`src/pkg/pmc_defines.svh`:
```
// Offsets, field positions, reset values and codes of the port 0 pin mode block.
// Assumes it is included by bare name from the package and design files.
`ifndef PMC_DEFINES_SVH
`define PMC_DEFINES_SVH

// Byte address of each pin mode register on the plain register port.
`define PMC_PORT0_PIN1_MODE_OFS 32'h5000_3020
`define PMC_PORT0_PIN2_MODE_OFS 32'h5000_3022
`define PMC_PORT0_PIN3_MODE_OFS 32'h5000_3024
`define PMC_PORT0_PIN4_MODE_OFS 32'h5000_3026
`define PMC_PORT0_PIN5_MODE_OFS 32'h5000_3028
`define PMC_PORT0_PIN6_MODE_OFS 32'h5000_302A

// Field positions inside a pin mode register.
`define PMC_DRV_POS  4'hA
`define PMC_DIR_POS  4'h8
`define PMC_FUNC_POS 4'h0

// Reset values of the fields.
`define PMC_DRV_RST      1'h0
`define PMC_DIR_RST      2'h2
`define PMC_DIR_RST_PIN5 2'h1
`define PMC_FUNC_RST     6'h00

// Function codes with special meaning to the pad logic.
`define PMC_FUNC_GPIO 6'h00
`define PMC_FUNC_ADC  6'h26

`endif

```
`src/pkg/pmc_pkg.sv`:
```
// Types shared by the port 0 pin mode block.
// Assumes the defines header sits on the include path.
`include "pmc_defines.svh"

package pmc_pkg;

  // Direction and pull selection of a pin.
  typedef enum logic [1:0] {
    PMC_IN_FLOAT  = 2'h0,
    PMC_IN_PULLUP = 2'h1,
    PMC_IN_PULLDN = 2'h2,
    PMC_OUT       = 2'h3
  } pmc_dir_type;

  // Function selector value of a pin.
  typedef logic [5:0] pmc_func_type;

endpackage : pmc_pkg

```
`src/rtl/pmc_pin_cell.sv`:
```
// Pad control of one pin: routes a function to the pad and sets drive and pulls.
// Assumes mode fields come from the register file of the top module.
`timescale 1ns/1ps
`include "pmc_defines.svh"

module pmc_pin_cell #(
  parameter int NFUNC = 64
) (
  input  wire logic                 drv_od,
  input  wire pmc_pkg::pmc_dir_type dir,
  input  wire pmc_pkg::pmc_func_type func,
  input  wire logic                 gpio_dout,
  input  wire logic [NFUNC-1:0]     periph_out,
  output logic                      pad_out,
  output logic                      pad_oe,
  output logic                      pull_up_en,
  output logic                      pull_dn_en,
  output logic                      ana_en,
  output logic                      dig_in
);

  // The analogue function overrides the direction field entirely.
  wire is_adc = (func == `PMC_FUNC_ADC);
  // Plain I/O takes its data from the port data register.
  wire is_gpio = (func == `PMC_FUNC_GPIO);
  // Direction field decode, masked in analogue mode.
  wire out_en = !is_adc && (dir == pmc_pkg::PMC_OUT);
  // Data that the pad would carry when driving.
  wire data = is_gpio ? gpio_dout : periph_out[func];

  // Open drain only pulls low; push-pull drives both levels.
  assign pad_out = drv_od ? 1'h0 : data;
  assign pad_oe = out_en && !(drv_od && data);
  // Pulls only in digital input modes.
  assign pull_up_en = !is_adc && (dir == pmc_pkg::PMC_IN_PULLUP);
  assign pull_dn_en = !is_adc && (dir == pmc_pkg::PMC_IN_PULLDN);
  assign ana_en = is_adc;
  // The pin offers its level to a peripheral input only for digital functions.
  assign dig_in = !is_adc && !is_gpio;

endmodule : pmc_pin_cell

```
`src/rtl/pmc_top.sv`:
```
// Port 0 pins 1 to 6 mode registers with pad routing and input priority.
// Assumes synchronous pad inputs and a master that keeps strobes one cycle long.
//
// The plain strobed port is this design's own decision.
`timescale 1ns/1ps
`include "pmc_defines.svh"

module pmc_top #(
  parameter int NFUNC = 64
) (
  input  wire logic              sys_clk,
  input  wire logic              nrst,
  input  wire logic [31:0]       addr,
  input  wire logic [15:0]       wdata,
  input  wire logic              wr,
  input  wire logic              rd,
  output logic      [15:0]       rdata,
  input  wire logic [5:0]        gpio_dout,
  output logic      [5:0]        gpio_din,
  input  wire logic [NFUNC-1:0]  periph_out,
  input  wire logic [5:0]        pad_in,
  output logic      [5:0]        pad_out,
  output logic      [5:0]        pad_oe,
  output logic      [5:0]        pull_up_en,
  output logic      [5:0]        pull_dn_en,
  output logic      [5:0]        ana_en,
  input  wire logic [NFUNC-1:0]  hi_prio_valid,
  input  wire logic [NFUNC-1:0]  hi_prio_in,
  input  wire logic [NFUNC-1:0]  lo_prio_valid,
  input  wire logic [NFUNC-1:0]  lo_prio_in,
  output logic      [NFUNC-1:0]  periph_in,
  output logic      [NFUNC-1:0]  periph_in_valid
);

  // Number of pins served; fixed by the register map.
  localparam int NPINS = 6;

  // Printed byte address of each pin register, index 0 is pin 1.
  localparam logic [31:0] OFS [NPINS] = '{
    `PMC_PORT0_PIN1_MODE_OFS, `PMC_PORT0_PIN2_MODE_OFS, `PMC_PORT0_PIN3_MODE_OFS,
    `PMC_PORT0_PIN4_MODE_OFS, `PMC_PORT0_PIN5_MODE_OFS, `PMC_PORT0_PIN6_MODE_OFS
  };

  // Index of pin 5 in the arrays.
  localparam int PIN5_IDX = 4;

  // Stored fields of each pin register.
  logic                  drv_r  [NPINS];
  pmc_pkg::pmc_dir_type  dir_r  [NPINS];
  pmc_pkg::pmc_func_type func_r [NPINS];
  // Registered read data.
  logic [15:0]           rdata_r;

  // Address match per register.
  logic [NPINS-1:0]      hit_w;
  // Register contents as read, reserved bits zero.
  logic [15:0]           view_w [NPINS];
  // Pins that offer their level to a peripheral input.
  logic [NPINS-1:0]      dig_in_w;
  // Read value selected by the address.
  logic [15:0]           rsel_w;

  // Per-pin decode, register storage and pad cell.
  genvar g;
  generate
    for (g = 0; g < NPINS; g++) begin : gen_pin
      // Address decode of this register.
      assign hit_w[g] = (addr == OFS[g]);
      // Read view: drive bit, direction, function, zeros elsewhere.
      assign view_w[g] = {5'h00, drv_r[g], dir_r[g], 2'h0, func_r[g]};

      // Storage; writes to reserved bits are dropped.
      always_ff @(posedge sys_clk) begin
        if (!nrst) begin
          drv_r[g]  <= `PMC_DRV_RST;
          dir_r[g]  <= pmc_pkg::pmc_dir_type'((g == PIN5_IDX) ?
                       `PMC_DIR_RST_PIN5 : `PMC_DIR_RST);
          func_r[g] <= `PMC_FUNC_RST;
        end else if (wr && hit_w[g]) begin
          drv_r[g]  <= wdata[`PMC_DRV_POS];
          dir_r[g]  <= pmc_pkg::pmc_dir_type'(wdata[`PMC_DIR_POS +: 2]);
          func_r[g] <= wdata[`PMC_FUNC_POS +: 6];
        end
      end

      // Pad control of this pin.
      pmc_pin_cell #(
        .NFUNC (NFUNC)
      ) u_cell (
        .drv_od     (drv_r[g]),
        .dir        (dir_r[g]),
        .func       (func_r[g]),
        .gpio_dout  (gpio_dout[g]),
        .periph_out (periph_out),
        .pad_out    (pad_out[g]),
        .pad_oe     (pad_oe[g]),
        .pull_up_en (pull_up_en[g]),
        .pull_dn_en (pull_dn_en[g]),
        .ana_en     (ana_en[g]),
        .dig_in     (dig_in_w[g])
      );

      // The port data register sees the pad except in analogue mode.
      assign gpio_din[g] = pad_in[g] && !ana_en[g];
    end
  endgenerate

  // Read select; an unmapped address reads zero.
  always_comb begin
    rsel_w = 16'h0000;
    for (int i = 0; i < NPINS; i++) begin
      if (hit_w[i]) begin
        rsel_w = view_w[i];
      end
    end
  end

  // Read data is captured on the read strobe and stands for one cycle.
  always_ff @(posedge sys_clk) begin
    if (!nrst) begin
      rdata_r <= 16'h0000;
    end else begin
      rdata_r <= rd ? rsel_w : 16'h0000;
    end
  end

  assign rdata = rdata_r;

  // Input routing: pin 0 outside wins, then the lowest pin here, then later ports.
  always_comb begin
    periph_in       = lo_prio_in;
    periph_in_valid = lo_prio_valid;
    // Walk from the highest pin down so that the lowest match is left standing.
    for (int i = NPINS - 1; i >= 0; i--) begin
      if (dig_in_w[i]) begin
        periph_in[func_r[i]]       = pad_in[i];
        periph_in_valid[func_r[i]] = 1'h1;
      end
    end
    // The lower-indexed pin of this port beats every pin here.
    for (int f = 0; f < NFUNC; f++) begin
      if (hi_prio_valid[f]) begin
        periph_in[f]       = hi_prio_in[f];
        periph_in_valid[f] = 1'h1;
      end
    end
  end

  // Helper: pins 1 and 2 share one digital input function.
  wire clash_w = dig_in_w[0] && dig_in_w[1] && (func_r[0] == func_r[1]);

  generate
    for (g = 0; g < NPINS; g++) begin : gen_chk

    end
  endgenerate
endmodule : pmc_top

```
`config.mk`:
```
export PLATFORM = sky130hd
export DESIGN_NAME = pmc_top
export DESIGN_NICKNAME = d
export VERILOG_FILES = /design/src/pkg/pmc_pkg.sv /design/src/rtl/pmc_pin_cell.sv /design/src/rtl/pmc_top.sv
export VERILOG_INCLUDE_DIRS = /design/src /design/src/pkg
export SDC_FILE = /design/constraint.sdc
export NUM_CORES = 1
export LEC_CHECK = 0
export BUFFER_PORTS_ARGS = -buffer_cell sky130_fd_sc_hd__buf_2
export CORE_AREA = 2 2 217 219
export DETAILED_ROUTE_END_ITERATION = 10
export DIE_AREA = 0 0 219 221
export PLACE_DENSITY_LB_ADDON = 0.3
export SLEW_MARGIN = 10
export SYNTH_ARGS = -nofsm -noshare
export SYNTH_HDL_FRONTEND = slang
export SYNTH_SLANG_ARGS = --single-unit
```
`constraint.sdc`:
```
create_clock -name sys_clk -period 7.35 [get_ports sys_clk]
set_input_delay 0.3675 -clock sys_clk [delete_from_list [all_inputs] [get_ports sys_clk]]
set_output_delay 0.3675 -clock sys_clk [all_outputs]
set_load 0.05 [all_outputs]
```
==> impl_metrics.tcl <==
set metrics [dict create \
    grt_pass1_wl_um 170000 \
    final_common_cell "sky130_fd_sc_hd__buf_2" \
    antenna_left 0 \
    post_cts_resize_count 0 \
    postSynthCellCount 2373 \
    critical_path.most_common_cell "sky130_fd_sc_hd__buf_4" \
    timing.setup.critical_path_class "register to primary output" \
    chipHeight_um 221 \
    synth_edf_count 53 \
    cts-buffers-inserted 9 \
    critical-path-slowest-cell "sky130_fd_sc_hd__a2111oi_0" \
    worst_flop_to_flop_path_endpoint "rdata[4]$_SDFF_PN0_" \
    grt_antenna_before_repair 13 \
    worst_margin_slew_ns 1.54 \
    maxClockFrequency_mhz 226 \
    worst_setup_path_end_kind "primary output" \
    grt_overflow 0 \
    core-area_sq_um 46100 \
    finalMaxSlewViolations 11 \
    i_o_pin_cnt 564 \
    track_usage 0.489 \
    rsz0062_at_grt "no" \
    dr.first_iter.drc_count 3935 \
    violations "max-capacitance violations, max-slew violations" \
    number_of_max_capacitance_violations_reported 1 \
    post_cts_hold_buffer_count 0 \
    timing.reg2reg.worst_path_depth 3 \
    nets 3129 \
    finalHoldViolations 0 \
    drcViolationCount 0 \
    detailedPlacementHpwl_um 93700 \
    postCtsSetupBuffers 0 \
    ctsRootBufferMaster "sky130_fd_sc_hd__clkbuf_16" \
    starting_utilization_of_the_core_area 0.351 \
    vias 24400 \
    post_layout_instance_area_sq_um 19500 \
    post_synth_num_cell_types 89 \
    reg2reg_setup_slack_ns 5.39 \
    worst_setup_path_endpoint "periph_in_valid[61]" \
    ys_seq_elements 63 \
    cts_max_path_buffers 2 \
    synth_ff_type "sky130_fd_sc_hd__edfxtp_1" \
    crit_arrival_ns 4.06 \
    setup.worst_path.start_class "register" \
    finalWorstPathRequiredPeriod_ns 4.43 \
    die_w_um 219 \
    worst_setup_hold_path_clk_slew_ns 0.06 \
    finalClockSkew_ns 0.00490 \
    drive_above_1_share 0.283 \
    synth_area_leaders "sky130_fd_sc_hd__edfxtp_1 9.8%, sky130_fd_sc_hd__nand2_1 6.7%, sky130_fd_sc_hd__a21oi_1 5.9%, sky130_fd_sc_hd__mux2i_1 5.9%, sky130_fd_sc_hd__nor2_1 4.8%" \
    synth_top_area_share 0.0983 \
    fillerInstances 4900 \
    grt_start_max_net_pins 54 \
    netlist.top_cell.by_area "sky130_fd_sc_hd__edfxtp_1" \
    drt_wl_total_um 125000 \
    crit_start "func_r[1][1]$_SDFFCE_PN0P_" \
    tritoncts "done" \
    avgViaCountPerCell 7.25 \
    area_of_the_mapped_netlist_sq_um 16200 \
    vdd.ir_drop.worst_uv 210 \
    crit_reg_reg_startpoint "func_r[1][4]$_SDFFCE_PN0P_" \
    outcome "complete, but fails checks" \
    static-leakage-power_nw 7.51 \
    cp_data_required_time_ns 6.98 \
    p_r_area_growth_vs_syn_pct 20.3 \
    async_reset_ff_frac 0 \
    clock_sink_count 63 \
    number_of_detailed_route_iterations_in_the_first_pass 9 \
    routabilityCongestion 1.07 \
    setup_tns_ns 0 \
    maximum_fanout_along_the_worst_path 37 \
    grt_pass1_vias 22800 \
    buffer_ports.inserted 549 \
    report.final.setup_viol 0 \
    synth_area_per_cell_sq_um 6.82 \
    timing.final.crit_share 0.603 \
    ctsHtreeMaxLevel 3 \
    slew-limit-headroom -0.0281 \
    wire_per_inst_um 37.1 \
    core.rowCount 79 \
    place_area_sq_um 19100 \
    worst_hold_path_type "input port to register" \
    delay_of_the_slowest_critical_path_stage_ns 1.03 \
    synth_sequential_area_ratio 0.111 \
    timing.critical_path.cells "buf_4, clkinv_1, nand2_1, nor2_1, a2111oi_0, buf_4, nand4_1, buf_2" \
    most-common-layout-cells "549 x sky130_fd_sc_hd__buf_2, 289 x sky130_fd_sc_hd__nand2_1, 202 x sky130_fd_sc_hd__nor2_1" \
    power-per-cell-area_nw_per_um2 113 \
    yosysWarnings 0 \
    die_area_sq_um 48400 \
    clock_latency_ns 0.33 \
]
[critical path: cells and delay by family, from the launching register on]
kind / cells / cell delay (ns)
DFF: 1 / 0.32
buffers and inverters: 4 / 1.53
and+or+nand+nor: 3 / 0.82
AOI/OAI and AO/OA: 1 / 1.03
[layout make-up]
type / count / area (sq um) / area share
clock inverters: 7 / 97.6 / 0.00501
clock buffers: 9 / 225 / 0.0116
diodes: 3 / 7.51 / 0.000385
inverters: 31 / 116 / 0.00597
flip-flops and latches: 63 / 1790 / 0.0920
repair buffers: 624 / 3310 / 0.170
multi-input cells: 2016 / 13200 / 0.676
well taps: 607 / 759 / 0.0390
[power by group]
group	internal (mW)	switching [mW]	total, mW	leakage [nW]
Sequential	0.402	0.0259	0.428	0.587
Combinational	0.363	0.959	1.32	6.77
Clock	0.297	0.160	0.457	0.152
Total	1.06	1.15	2.21	7.51
[state kept, by name, indices dropped and copies added (netlist names)]
name    flops
dir_r      12
drv_r       6
rdata       9
func_r     36
[synth_stat cells, types with 30 or more instances]
cell type and count:
sky130_fd_sc_hd__edfxtp_1 53, sky130_fd_sc_hd__nand2b_1 40, sky130_fd_sc_hd__nand4_1 48, sky130_fd_sc_hd__mux2_2 34
sky130_fd_sc_hd__a2111oi_0 32, sky130_fd_sc_hd__mux4_2 32, sky130_fd_sc_hd__a221oi_1 49, sky130_fd_sc_hd__buf_4 40
sky130_fd_sc_hd__a31oi_1 48, sky130_fd_sc_hd__nor3b_1 30, sky130_fd_sc_hd__nor2b_1 39, sky130_fd_sc_hd__nand3_1 70
sky130_fd_sc_hd__nor2_1 207, sky130_fd_sc_hd__o21ai_0 120, sky130_fd_sc_hd__and3_1 39, sky130_fd_sc_hd__and2_1 60
sky130_fd_sc_hd__o22ai_1 35, sky130_fd_sc_hd__a211oi_1 50, sky130_fd_sc_hd__nor3_1 76, sky130_fd_sc_hd__mux2i_1 95
sky130_fd_sc_hd__clkbuf_1 172, sky130_fd_sc_hd__a21oi_1 192, sky130_fd_sc_hd__nand2_1 289, sky130_fd_sc_hd__buf_2 38
[metal layers]
metal / track usage / up-vias / routed length [um]
met5: 0 / - / 111
met4: 0.329 / 18 / 10500
met2: 0.721 / 2304 / 51400
li1: - / 9901 / -
met1: 0.597 / 11500 / 44700
met3: 0.166 / 643 / 17800
[how the worst min path moves through the flow]
stage	from	end	slack [ns]	cells past startpoint
2_1_floorplan	nrst	drv_r[4]$_DFF_P_	0.50	1
5_1_grt	nrst	drv_r[4]$_DFF_P_	0.39	2
6_report	nrst	drv_r[4]$_DFF_P_	0.39	2
4_1_cts	nrst	drv_r[4]$_DFF_P_	0.37	2
3_3_place_gp	drv_r[4]$_DFF_P_	drv_r[4]$_DFF_P_	0.57	2
3_5_place_dp	drv_r[4]$_DFF_P_	drv_r[4]$_DFF_P_	0.58	2
[cell families (layout without fill, tap and decap cells)]
kind of cell    count (synthesis)  in the layout  synth area share
compound gates                765            765             0.323
buf+inv                       300            671            0.0822
flops                          63             63             0.111
mux                           161            161             0.127
other cells                     1             10          0.000232
simple gates                 1083           1083             0.357
[per-stage QoR]
stage	utilization	hold slack [ns]	cells	worst slack [ns]	power (mW)
finish	0.423	0.387	3360	2.92	2.21
global route	0.423	0.393	3357	3.02	2.23
CTS	0.422	0.374	3357	3.15	2.14
detailed placement	0.415	0.580	3341	3.16	1.69
global placement	0.415	0.572	3341	3.33	1.68
floorplan	-	0.496	2379	3.93	1.17
(Power assumes the default switching activity.)
